$ cat src/design/cdi_consts.svh
// constants for the instruction decoder: field positions, reset values, counts
`ifndef CDI_CONSTS_SVH
`define CDI_CONSTS_SVH

// first instruction word layout
`define CDI_OP_MSB 15
`define CDI_OP_LSB 11
`define CDI_LONG_BIT 10
`define CDI_MODA_BIT 9
`define CDI_MODB_BIT 8
`define CDI_RD_MSB 7
`define CDI_RD_LSB 4
`define CDI_RS_MSB 3
`define CDI_RS_LSB 0

// instruction lengths in bytes
`define CDI_LEN_SHORT 16'h0002
`define CDI_LEN_LONG 16'h0004

// reset values
`define CDI_PC_RESET 16'h0000
`define CDI_WORD_RESET 16'h0000

// sizes and step counts
`define CDI_STACK_DEPTH 16
`define CDI_BITMEM_WORDS 16
`define CDI_DIV_STEPS 32
`define CDI_PAGE_WIDTH 10

`endif

$ cat src/design/cdi_pkg.sv
// types shared by the instruction decoder and its bench
package cdi_pkg;

    typedef enum logic [4:0] {
        NOP_OP = 5'h00,
        ADD_WITH_CARRY_OP = 5'h01,
        SUBTRACT_WITH_BORROW_OP = 5'h02,
        PRODUCT_OP = 5'h03,
        LONG_QUOTIENT_OP = 5'h04,
        BIT_COPY_OP = 5'h05,
        MASKED_BYTE_MODIFY_OP = 5'h06,
        COMPARE_DECREMENT_OP = 5'h07,
        COMPARE_INCREMENT_OP = 5'h08,
        NORMALIZE_COUNT_OP = 5'h09,
        SIGN_SHIFT_RIGHT_OP = 5'h0a,
        BYTE_EXTEND_MOVE_OP = 5'h0b,
        BRANCH_IF_BIT_SET_OP = 5'h0c,
        BRANCH_IF_BIT_CLEAR_OP = 5'h0d,
        PUSH_AND_CALL_OP = 5'h0e,
        CONTEXT_SWAP_OP = 5'h0f,
        TRAP_OP = 5'h10,
        SUBROUTINE_RETURN_OP = 5'h11,
        LEGACY_SLEEP_OP = 5'h12,
        PAGE_EXTENSION_SEQ_OP = 5'h13,
        ACCUMULATOR_LOAD_STORE_OP = 5'h14
    } cdi_op_t;

    // first instruction word
    typedef struct packed {
        cdi_op_t op;
        logic long_form;
        logic mod_a;
        logic mod_b;
        logic [3:0] rd;
        logic [3:0] rs;
    } cdi_instr_t;

    typedef struct packed {
        logic v;
        logic c;
        logic z;
        logic n;
    } cdi_flags_t;

    typedef struct packed {
        logic [15:0] res;
        logic c;
        logic v;
    } cdi_alu_t;

    typedef enum logic [0:0] {
        ST_DECODE = 1'b0,
        ST_DIVIDE = 1'b1
    } cdi_state_t;

endpackage : cdi_pkg

$ cat src/design/cdi_divider.sv
// iterative restoring divider, 32-by-16 bit, signed or unsigned
`timescale 1ns/1ps
`include "cdi_consts.svh"
module cdi_divider #(
    parameter int STEPS = `CDI_DIV_STEPS
) (
    // clock and reset
    input wire logic clock_in,
    input wire logic rst_n_in,
    // request
    input wire logic start_in,
    input wire logic signed_in,
    input wire logic [31:0] dividend_in,
    input wire logic [15:0] divisor_in,
    // result
    output logic busy_out,
    output logic done_out,
    output logic [31:0] quotient_out,
    output logic [15:0] remainder_out
);
    logic [16:0] part;
    logic [31:0] quo;
    logic [15:0] dsr;
    logic [5:0] count;
    logic neg_q;
    logic neg_r;
    logic [16:0] next_part;
    logic [31:0] next_quo;
    logic [17:0] trial;

    always_comb begin
        trial = {1'b0, part[15:0], quo[31]} - {2'b00, dsr};
        next_quo = {quo[30:0], ~trial[17]};
        next_part = trial[17] ? {part[15:0], quo[31]} : trial[16:0];
    end

    always_ff @(posedge clock_in) begin
        if (!rst_n_in) begin
            busy_out <= 1'b0;
            count <= '0;
            part <= '0;
            quo <= '0;
            dsr <= '0;
            neg_q <= 1'b0;
            neg_r <= 1'b0;
        end else if (start_in && !busy_out) begin
            busy_out <= 1'b1;
            count <= 6'(STEPS);
            part <= 17'h00000;
            quo <= (signed_in && dividend_in[31]) ? -dividend_in : dividend_in;
            dsr <= (signed_in && divisor_in[15]) ? -divisor_in : divisor_in;
            neg_q <= signed_in && (dividend_in[31] ^ divisor_in[15]);
            neg_r <= signed_in && dividend_in[31];
        end else if (busy_out) begin
            part <= next_part;
            quo <= next_quo;
            count <= count - 6'h01;
            busy_out <= (count != 6'h01);
        end
    end

    // results registered on the last step, done pulses once
    always_ff @(posedge clock_in) begin
        if (!rst_n_in) begin
            done_out <= 1'b0;
            quotient_out <= '0;
            remainder_out <= '0;
        end else begin
            done_out <= busy_out && (count == 6'h01);
            if (busy_out && (count == 6'h01)) begin
                quotient_out <= neg_q ? -next_quo : next_quo;
                remainder_out <= neg_r ? -next_part[15:0] : next_part[15:0];
            end
        end
    end

endmodule : cdi_divider

$ cat src/design/cdi_core.sv
// instruction decode and execute core fed by the fetch path
`timescale 1ns/1ps
`include "cdi_consts.svh"
// What this block does
// [RQ1] add or subtract word or byte, optional carry, 2 or 4 bytes
// [RQ2] signed or unsigned 16x16 multiply of two registers, 2 bytes
// [RQ3] divide low muldiv register by a register, 16/16 bit
// [RQ4] divide 32-bit muldiv pair by a 16-bit register
// [RQ5] copy a direct bit, optionally inverted, to another, 4 bytes
// [RQ6] modify masked high or low byte of a bit word, 4 bytes
// [RQ7] compare word with register, then decrement it by one or two
// [RQ8] compare word with register, then increment it by one or two
// [RQ9] count normalize shifts of a register into another, 2 bytes
// [RQ10] arithmetic right shift of a register keeping sign, 2 bytes
// [RQ11] byte to word move, sign or zero extended, 2 or 4 bytes
// [RQ12] branch relative if bit set, variant clears the bit
// [RQ13] branch relative if bit clear, variant sets the bit
// [RQ14] push register then call absolute address, 4 bytes
// [RQ15] push register then load it with a word, 4 bytes
// [RQ16] enter service routine by immediate trap number, 2 bytes
// [RQ17] return restores address, variant also pops a register
// [RQ18] legacy sleep decodes but does nothing, 4 bytes
// [RQ19] start extended page sequence, optional register mode
// [RQ20] accumulator load and register store, 4 bytes each
// [RQ21] first word decides 2 or 4 byte program counter advance
module cdi_core #(
    parameter int STACK_DEPTH = `CDI_STACK_DEPTH,
    parameter int PAGE_WIDTH = `CDI_PAGE_WIDTH
) (
    // clock and reset
    input wire logic clock_in,
    input wire logic rst_n_in,
    // fetch path
    input wire logic fetch_valid_in,
    input wire logic [31:0] fetch_data_in,
    output logic fetch_ready_out,
    output logic [15:0] fetch_addr_out,
    // status
    output cdi_pkg::cdi_flags_t flags_out,
    output logic [31:0] md_out,
    output logic [31:0] acc_out,
    output logic ext_active_out,
    output logic ext_reg_mode_out,
    output logic [PAGE_WIDTH-1:0] ext_page_out,
    // register peek
    input wire logic [3:0] dbg_sel_in,
    output logic [15:0] dbg_data_out
);
    import cdi_pkg::*;

    localparam int SP_W = $clog2(STACK_DEPTH);

    cdi_state_t state;
    cdi_instr_t ins;
    logic [15:0] ext;
    logic take;
    logic [15:0] len;
    logic [15:0] pc;
    logic [15:0] gpr [16];
    logic [15:0] bitmem [`CDI_BITMEM_WORDS];
    logic [15:0] stack [STACK_DEPTH];
    logic [SP_W-1:0] sp;
    logic [2:0] ext_count;
    // next values from the execute stage
    logic [15:0] next_pc;
    cdi_flags_t next_flags;
    logic [31:0] next_md;
    logic [31:0] next_acc;
    logic gpr_we;
    logic [15:0] gpr_wd;
    logic [3:0] gpr_wa;
    logic mem_we;
    logic [3:0] mem_wa;
    logic [15:0] mem_wd;
    logic [1:0] push_n;
    logic [1:0] pop_n;
    logic [15:0] push_a;
    logic [15:0] push_b;
    logic div_start;
    logic ext_load;
    // operands and helpers
    logic [15:0] a;
    logic [15:0] b;
    logic [15:0] rs_val;
    logic [15:0] bit_word;
    logic bit_val;
    logic [15:0] bmask;
    logic [15:0] bdata;
    logic [31:0] product;
    logic [31:0] div_dividend;
    cdi_alu_t alu;
    // divider
    logic div_busy;
    logic div_done;
    logic [31:0] div_quo;
    logic [15:0] div_rem;

    // add or subtract, byte forms carried in the upper half
    function automatic cdi_alu_t alu_add(input logic [15:0] x, input logic [15:0] y,
                                         input logic cin, input logic sub,
                                         input logic byte_op);
        logic [15:0] ax;
        logic [15:0] bx;
        logic cy;
        logic [16:0] s;
        cdi_alu_t r;
        cy = sub ? ~cin : cin;
        ax = byte_op ? {x[7:0], 8'h00} : x;
        bx = sub ? ~y : y;
        bx = byte_op ? {bx[7:0], {8{cy}}} : bx;
        s = {1'b0, ax} + {1'b0, bx} + {16'h0000, cy};
        r.res = byte_op ? {8'h00, s[15:8]} : s[15:0];
        r.c = s[16] ^ sub;
        r.v = (ax[15] == bx[15]) && (s[15] != ax[15]);
        return r;
    endfunction : alu_add

    function automatic cdi_flags_t flags_of(input cdi_alu_t r, input logic byte_op);
        cdi_flags_t f;
        f.v = r.v;
        f.c = r.c;
        f.z = byte_op ? (r.res[7:0] == 8'h00) : (r.res == 16'h0000);
        f.n = byte_op ? r.res[7] : r.res[15];
        return f;
    endfunction : flags_of

    // shifts needed to bring the top set bit to bit 15
    function automatic logic [15:0] norm_count(input logic [15:0] w);
        logic [15:0] r;
        r = 16'h0000;
        for (int i = 0; i < 16; i++) begin
            if (w[i]) begin
                r = 16'(15 - i);
            end
        end
        return r;
    endfunction : norm_count

    function automatic logic [15:0] bit_put(input logic [15:0] w, input logic [3:0] p,
                                            input logic v);
        logic [15:0] r;
        r = w;
        r[p] = v;
        return r;
    endfunction : bit_put

    // long-form ops are fixed 4, short ops fixed 2, the rest follow the long bit
    function automatic logic [15:0] instr_len(input cdi_instr_t i);
        logic [15:0] r;
        r = `CDI_LEN_SHORT;
        case (i.op)
            BIT_COPY_OP, MASKED_BYTE_MODIFY_OP, BRANCH_IF_BIT_SET_OP,
            BRANCH_IF_BIT_CLEAR_OP, PUSH_AND_CALL_OP, CONTEXT_SWAP_OP,
            LEGACY_SLEEP_OP, ACCUMULATOR_LOAD_STORE_OP: r = `CDI_LEN_LONG;
            ADD_WITH_CARRY_OP, SUBTRACT_WITH_BORROW_OP, COMPARE_DECREMENT_OP,
            COMPARE_INCREMENT_OP, BYTE_EXTEND_MOVE_OP, PAGE_EXTENSION_SEQ_OP: begin
                r = i.long_form ? `CDI_LEN_LONG : `CDI_LEN_SHORT;
            end
            default: r = `CDI_LEN_SHORT;
        endcase
        return r;
    endfunction : instr_len

    assign ins = cdi_instr_t'(fetch_data_in[15:0]);
    assign ext = fetch_data_in[31:16];
    assign fetch_ready_out = (state == ST_DECODE);
    assign take = fetch_valid_in && fetch_ready_out;
    assign len = instr_len(ins); // RQ21
    assign fetch_addr_out = pc;
    assign ext_active_out = (ext_count != 3'h0);

    always_comb begin
        a = gpr[ins.rd];
        rs_val = gpr[ins.rs];
        b = ins.long_form ? ext : rs_val;
        bit_word = bitmem[ext[15:12]];
        bit_val = bit_word[ext[11:8]];
        bmask = ins.mod_a ? {ext[15:8], 8'h00} : {8'h00, ext[15:8]};
        bdata = ins.mod_a ? {ext[7:0], 8'h00} : {8'h00, ext[7:0]};
        product = ins.mod_a ? 32'($signed(a) * $signed(rs_val)) : 32'(a * rs_val);
        div_dividend = ins.mod_b ? md_out
                     : (ins.mod_a ? {{16{md_out[15]}}, md_out[15:0]}
                                  : {16'h0000, md_out[15:0]});
        alu = alu_add(a, b, 1'b0, 1'b1, 1'b0);
        next_pc = pc;
        next_flags = flags_out;
        next_md = md_out;
        next_acc = acc_out;
        gpr_we = 1'b0;
        gpr_wa = ins.rd;
        gpr_wd = a;
        mem_we = 1'b0;
        mem_wa = ext[7:4];
        mem_wd = 16'h0000;
        push_n = 2'h0;
        pop_n = 2'h0;
        push_a = a;
        push_b = 16'h0000;
        div_start = 1'b0;
        ext_load = 1'b0;
        if (take) begin
            next_pc = pc + len; // RQ21
            case (ins.op)
                ADD_WITH_CARRY_OP, SUBTRACT_WITH_BORROW_OP: begin
                    alu = alu_add(a, b, ins.mod_a & flags_out.c,
                                  ins.op == SUBTRACT_WITH_BORROW_OP, ins.mod_b); // RQ1
                    gpr_we = 1'b1;
                    gpr_wd = ins.mod_b ? {a[15:8], alu.res[7:0]} : alu.res; // RQ1
                    next_flags = flags_of(alu, ins.mod_b);
                end
                PRODUCT_OP: begin
                    next_md = product; // RQ2
                    next_flags = '{v: 1'b0, c: 1'b0, z: product == 32'h00000000,
                                   n: product[31]};
                end
                LONG_QUOTIENT_OP: begin
                    div_start = 1'b1; // RQ3 RQ4
                    next_flags.v = (rs_val == 16'h0000);
                end
                BIT_COPY_OP: begin
                    mem_we = 1'b1;
                    mem_wd = bit_put(bitmem[ext[7:4]], ext[3:0], bit_val ^ ins.mod_a); // RQ5
                end
                MASKED_BYTE_MODIFY_OP: begin
                    mem_we = 1'b1;
                    mem_wa = ins.rd;
                    mem_wd = (bitmem[ins.rd] & ~bmask) | (bdata & bmask); // RQ6
                end
                COMPARE_DECREMENT_OP, COMPARE_INCREMENT_OP: begin
                    next_flags = flags_of(alu, 1'b0); // RQ7 RQ8
                    gpr_we = 1'b1;
                    if (ins.op == COMPARE_DECREMENT_OP) begin
                        gpr_wd = a - (ins.mod_a ? 16'h0002 : 16'h0001); // RQ7
                    end else begin
                        gpr_wd = a + (ins.mod_a ? 16'h0002 : 16'h0001); // RQ8
                    end
                end
                NORMALIZE_COUNT_OP: begin
                    gpr_we = 1'b1;
                    gpr_wd = norm_count(rs_val); // RQ9
                    next_flags.z = (rs_val == 16'h0000);
                end
                SIGN_SHIFT_RIGHT_OP: begin
                    gpr_we = 1'b1;
                    gpr_wd = 16'($signed(a) >>> rs_val[3:0]); // RQ10
                    next_flags.n = a[15];
                    next_flags.z = (gpr_wd == 16'h0000);
                end
                BYTE_EXTEND_MOVE_OP: begin
                    gpr_we = 1'b1;
                    gpr_wd = {{8{ins.mod_a & b[7]}}, b[7:0]}; // RQ11
                end
                BRANCH_IF_BIT_SET_OP, BRANCH_IF_BIT_CLEAR_OP: begin
                    if (bit_val == (ins.op == BRANCH_IF_BIT_SET_OP)) begin
                        next_pc = pc + len + {{7{ext[7]}}, ext[7:0], 1'b0}; // RQ12 RQ13
                        mem_we = ins.mod_a;
                        mem_wa = ext[15:12];
                        mem_wd = bit_put(bit_word, ext[11:8], ~bit_val); // RQ12 RQ13
                    end
                end
                PUSH_AND_CALL_OP: begin
                    push_n = 2'h2; // RQ14
                    push_b = pc + len;
                    next_pc = ext;
                end
                CONTEXT_SWAP_OP: begin
                    push_n = 2'h1; // RQ15
                    gpr_we = 1'b1;
                    gpr_wd = ext;
                end
                TRAP_OP: begin
                    push_n = 2'h1; // RQ16
                    push_a = pc + len;
                    next_pc = {6'h00, ins.rd, ins.rs, 2'b00};
                end
                SUBROUTINE_RETURN_OP: begin
                    next_pc = stack[SP_W'(sp - SP_W'(1))]; // RQ17
                    pop_n = ins.mod_a ? 2'h2 : 2'h1;
                    gpr_we = ins.mod_a;
                    gpr_wd = stack[SP_W'(sp - SP_W'(2))]; // RQ17
                end
                LEGACY_SLEEP_OP: begin
                    next_pc = pc + len; // RQ18
                end
                PAGE_EXTENSION_SEQ_OP: begin
                    ext_load = 1'b1; // RQ19
                end
                ACCUMULATOR_LOAD_STORE_OP: begin
                    if (!ins.mod_a) begin
                        next_acc = {a, rs_val}; // RQ20
                    end else begin
                        gpr_we = 1'b1;
                        gpr_wd = ins.mod_b ? acc_out[31:16] : acc_out[15:0]; // RQ20
                    end
                end
            endcase
        end
    end

    always_ff @(posedge clock_in) begin
        if (!rst_n_in) begin
            state <= ST_DECODE;
        end else begin
            unique case (state)
                ST_DECODE: begin
                    if (div_start) begin
                        state <= ST_DIVIDE;
                    end
                end
                ST_DIVIDE: begin
                    if (div_done) begin
                        state <= ST_DECODE;
                    end
                end
            endcase
        end
    end

    always_ff @(posedge clock_in) begin
        if (!rst_n_in) begin
            pc <= `CDI_PC_RESET;
            flags_out <= '0;
            acc_out <= '0;
        end else begin
            pc <= next_pc;
            flags_out <= next_flags;
            acc_out <= next_acc;
        end
    end

    // quotient low, remainder high
    always_ff @(posedge clock_in) begin
        if (!rst_n_in) begin
            md_out <= '0;
        end else if (div_done) begin
            md_out <= {div_rem, div_quo[15:0]}; // RQ3 RQ4
        end else begin
            md_out <= next_md;
        end
    end

    always_ff @(posedge clock_in) begin
        if (!rst_n_in) begin
            for (int i = 0; i < 16; i++) begin
                gpr[i] <= `CDI_WORD_RESET;
            end
        end else if (gpr_we) begin
            gpr[gpr_wa] <= gpr_wd;
        end
    end

    always_ff @(posedge clock_in) begin
        if (!rst_n_in) begin
            for (int i = 0; i < `CDI_BITMEM_WORDS; i++) begin
                bitmem[i] <= `CDI_WORD_RESET;
            end
        end else if (mem_we) begin
            bitmem[mem_wa] <= mem_wd;
        end
    end

    // register goes below the return address so a return pops it second
    always_ff @(posedge clock_in) begin
        if (!rst_n_in) begin
            sp <= '0;
        end else begin
            sp <= SP_W'(sp + SP_W'(push_n) - SP_W'(pop_n)); // RQ14 RQ17
        end
    end

    always_ff @(posedge clock_in) begin
        if (push_n != 2'h0) begin
            stack[sp] <= push_a;
        end
        if (push_n == 2'h2) begin
            stack[SP_W'(sp + SP_W'(1))] <= push_b;
        end
    end

    // extension window covers the next rd[1:0]+1 instructions
    always_ff @(posedge clock_in) begin
        if (!rst_n_in) begin
            ext_count <= 3'h0;
            ext_reg_mode_out <= 1'b0;
            ext_page_out <= '0;
        end else if (ext_load) begin
            ext_count <= {1'b0, ins.rd[1:0]} + 3'h1; // RQ19
            ext_reg_mode_out <= ins.mod_a;
            ext_page_out <= PAGE_WIDTH'(b);
        end else if (take && ext_count != 3'h0) begin
            ext_count <= ext_count - 3'h1;
        end
    end

    always_ff @(posedge clock_in) begin
        if (!rst_n_in) begin
            dbg_data_out <= 16'h0000;
        end else begin
            dbg_data_out <= gpr[dbg_sel_in];
        end
    end

    cdi_divider #(
        .STEPS(`CDI_DIV_STEPS)
    ) u_divider (
        .clock_in(clock_in),
        .rst_n_in(rst_n_in),
        .start_in(div_start),
        .signed_in(ins.mod_a),
        .dividend_in(div_dividend),
        .divisor_in(rs_val),
        .busy_out(div_busy),
        .done_out(div_done),
        .quotient_out(div_quo),
        .remainder_out(div_rem)
    );

endmodule : cdi_core

$ cat config.mk
export PLATFORM = sky130hd
export DESIGN_NAME = cdi_core
export DESIGN_NICKNAME = d
export VERILOG_FILES = /design/src/design/cdi_pkg.sv /design/src/design/cdi_divider.sv /design/src/design/cdi_core.sv
export VERILOG_INCLUDE_DIRS = /design/src /design/src/design
export SDC_FILE = /design/constraint.sdc
export NUM_CORES = 2
export LEC_CHECK = 0
export ABC_AREA = 1
export BUFFER_PORTS_ARGS = -buffer_cell sky130_fd_sc_hd__buf_2
export CAP_MARGIN = 0
export CORE_MARGIN = 3
export CORE_UTILIZATION = 30
export DETAILED_ROUTE_END_ITERATION = 8
export PLACE_DENSITY = 0.4
export SYNTH_ARGS = -nofsm -noshare
export SYNTH_HDL_FRONTEND = slang
export SYNTH_SLANG_ARGS = --single-unit
$ cat constraint.sdc
create_clock -name clock_in -period 19 [get_ports clock_in]
set_clock_uncertainty 0.1 [all_clocks]
set_input_delay 1.9 -clock clock_in [delete_from_list [all_inputs] [get_ports clock_in]]
set_output_delay 1.9 -clock clock_in [all_outputs]
set_load 0.05 [all_outputs]
==> out/qor.yml <==
clock_tree:
  insertion_delay_ns: 0.83
  clock_sinks: 993
  tritoncts: "built"
  cts_root_buffer: "clkbuf_16"
  hold_buffers: 0
  htree_levels: 4
  cts.clk_slew.worst_paths_ns: 0.06
  ctsResizeCount: 0
  postCtsSetupBuffers: 0
  cts.path.max_buffers: 4
  cts-buffers-inserted: 143
worst_setup_path:
  crit_family: "adder cells"
  cpPeakStageDelay_ns: 0.94
  critPathMostFrequentCell: "nand2_1"
  end_kind: "flip-flop"
  cp-start-kind: "primary input"
  path_buf_inv: 10
  critical_path_class: "in2reg"
  arrival_ns: 11.66
  slowest_stage: "fa_1"
  worstPathMaxFanout: 57
  worstPathRequired_ns: 19.65
grt:
  grt_pass1_wl_um: 566800
  grt_max_degree: 143
  track_usage: 0.2691
  antenna_found_initial: 28
  grt_pass1_vias: 79530
  grt_remaining_overflow: 0
yosys:
  synth_edf_count: 768
  ys_seq_area_frac: 0.3309
  synth_seq_cells: 993
  synthMuxAreaShare: 0
  synth.distinct_cells: 62
  syn_area_per_cell_um2: 7.201
  yosys.area_share.simple: 0.2400
  synth-compound-area-share: 0.1834
  synth_ff_type: "edfxtp_1"
  async_flop_share: 0
  synthAdderAreaFrac: 0.1294
  synth-xor-area-share: 0.01270
  synthCells: 11570
  syn-cell-area_um2: 83320
  syn_nets: 12250
  synth_top_family_by_area: "simple AND/OR/NAND/NOR gates"
  synth_warnings: 0
power_and_ir_drop:
  leakage_nw: 39.47
  power.density_nw_per_um2: 154.5
  vdd_drop_max_mv: 0.2453
  p_total_mw: 14.21
floorplanning:
  die-width_um: 533
  pin_count: 152
  die_y_um: 533
  start_util: 0.3029
  row_count: 192
  core_um2: 275100
  die_area_um2: 284100
routing:
  finalWirelength_um: 395700
  drtPass1Iterations: 8
  post_drt_wl_per_cell_um: 26.11
  viasPerCell: 5.421
  drc: 0
  first_iter_violations: 8910
  ant_nets: 0
  via_count: 82130
placement:
  dp_hpwl_um: 272000
  gp_congestion: 0.9166
  port_buffers: 151
  numPlacedInstances: 14900
sta:
  finalHoldViolCount: 0
  period_minus_slack_ns: 11.01
  setup_viol: 0
  worst_pin_slew_ns: 1.252
  totalNegativeSetupSlack_ns: 0
  rsz0062_at_grt: "no"
  max_slew_margin: 0.1599
  fin_crit_sh: 0.5795
  slew_violations: 0
  clock.fmax_mhz: 90.82
cells_and_area:
  syn2layout_area_growth_pct: 10.41
  nNetsFinal: 12030
  fin_cells: 15150
  layout-drive-gt1-share: 0.06486
run_status:
  status: "completed"
flow_run:
  maxCapViolCount: 0
worst_hold_path:
  hold_path_class: "reg2reg"
[synth_stat cells (13+ instances only)]
master	number	area share
or2_2	17	0.0013
a31o_2	13	0.0014
fa_1	375	0.090
nor2_1	1054	0.047
nor2_2	37	0.0028
o21ai_1	34	0.0020
o211ai_1	164	0.015
a221oi_1	20	0.0021
o221ai_1	27	0.0028
o22ai_1	64	0.0048
o21ai_0	1339	0.080
edfxtp_1	768	0.28
inv_1	1406	0.063
o21bai_1	13	0.0012
nand3b_1	13	0.0012
clkbuf_1	525	0.024
o2111ai_1	26	0.0027
nor3_1	120	0.0072
buf_1	85	0.0038
nand3_1	817	0.049
xnor2_1	28	0.0029
dfxtp_1	225	0.054
a31oi_1	65	0.0049
xor2_1	91	0.0096
buf_6	29	0.0039
nand2_1	2675	0.12
nand4_1	61	0.0046
buf_2	112	0.0067
clkinv_1	14	0.00063
o311ai_0	33	0.0035
a21oi_1	899	0.054
ha_1	262	0.039
a211oi_1	33	0.0030
[cell families after synthesis]
kind of cell	Yosys count
flops	993
xor+xnor	120
fa+ha+maj	637
buf+inv	2193
simple gates	4842
compound gates	2786
[sequential cells by signal, summed over array words and instances (netlist names), 6 cells and up]
signal	cells
acc_out	32
bitmem	256
dbg_data_out	16
ext_page_out	10
fetch_addr_out	16
gpr	256
md_out	32
stack	256
u_divider.count	6
u_divider.dsr	16
u_divider.part	16
u_divider.quo	32
u_divider.quotient_out	16
u_divider.remainder_out	16
[cell type report]
| type | count | area (µm²) |
|---|---|---|
| fill | 29310 | 183100 |
| multi-input combinational | 8385 | 47230 |
| sequential | 993 | 27570 |
| inverter | 1433 | 5404 |
| tap | 3686 | 4612 |
| clock buffer | 188 | 3901 |
| timing repair buffer | 398 | 2693 |
| clock inverter | 58 | 548.0 |
| antenna | 11 | 27.53 |
[layer usage]
| layer | vias up | wire [µm] | track usage |
|---|---|---|---|
| met1 | 39900 | 173100 | 0.3693 |
| li1 | 37970 | - | - |
| met4 | 4 | 16000 | 0.1022 |
| met5 | - | 27 | 0 |
| met3 | 679 | 29440 | 0.04036 |
| met2 | 3581 | 177100 | 0.4263 |
[metrics by stage]
step	hold slack [ns]	cell area [µm²]	setup WS, ns	utilization
after floorplan	0.3231	83320	10.15	-
after global placement	0.3383	87490	7.223	0.3181
after detailed placement	0.3403	87510	7.248	0.3182
after CTS	0.3519	91960	8.126	0.3343
after global routing	0.3695	91980	7.453	0.3344
final	0.3484	91990	7.990	0.3344
[worst register-to-register path: cells and delay by family (launching register included)]
| kind | cells | cell delay, ns |
|---|---|---|
| AO/OA/AOI/OAI | 2 | 0.23 |
| buffers and inverters | 6 | 0.94 |
| AND/OR/NAND/NOR | 21 | 2.99 |
| adder cells (fa/ha/maj) | 7 | 4.00 |
| flip-flops | 1 | 0.32 |
[worst paths after layout]
kind | cells after the start | endpoint | start | slack [ns]
setup reg to reg | 36 | flags_out[1] | gpr[9][3] | 10.37
setup / recovery | 40 | flags_out[1] | fetch_data_in[5] | 7.99
hold reg to reg | 2 | u_divider.quotient_out[15] | u_divider.quotient_out[15] | 0.35
hold / removal | 2 | u_divider.quotient_out[15] | u_divider.quotient_out[15] | 0.35
[cell usage in the layout, fill, tap and decap left out, types with 26 or more instances in the layout]
| cell | n |
|---|---|
| xnor2_1 | 27 |
| o22ai_1 | 64 |
| buf_4 | 251 |
| dfxtp_1 | 223 |
| nor2_2 | 42 |
| o2111ai_1 | 26 |
| clkbuf_16 | 146 |
| o211ai_1 | 164 |
| inv_1 | 1405 |
| clkinv_1 | 32 |
| o21ai_1 | 33 |
| buf_2 | 140 |
| nand4_1 | 61 |
| o221ai_1 | 27 |
| nand2_1 | 2666 |
| o21ai_0 | 1334 |
| edfxtp_1 | 768 |
| a21oi_1 | 899 |
| fa_1 | 375 |
| a211oi_1 | 33 |
| nand3_1 | 817 |
| clkbuf_1 | 33 |
| a31oi_1 | 65 |
| ha_1 | 261 |
| o311ai_0 | 33 |
| nor3_1 | 119 |
| nor2_1 | 1046 |
| xor2_1 | 90 |
[where the power goes]
part | switching (mW) | total (mW) | internal [mW] | leakage, nW
clock | 1.09 | 2.67 | 1.57 | 2.18
combinational | 6.18 | 9.09 | 2.91 | 27.9
sequential | 0.0500 | 2.46 | 2.41 | 9.43
No activity file was read; power rests on OpenSTA's default activity.
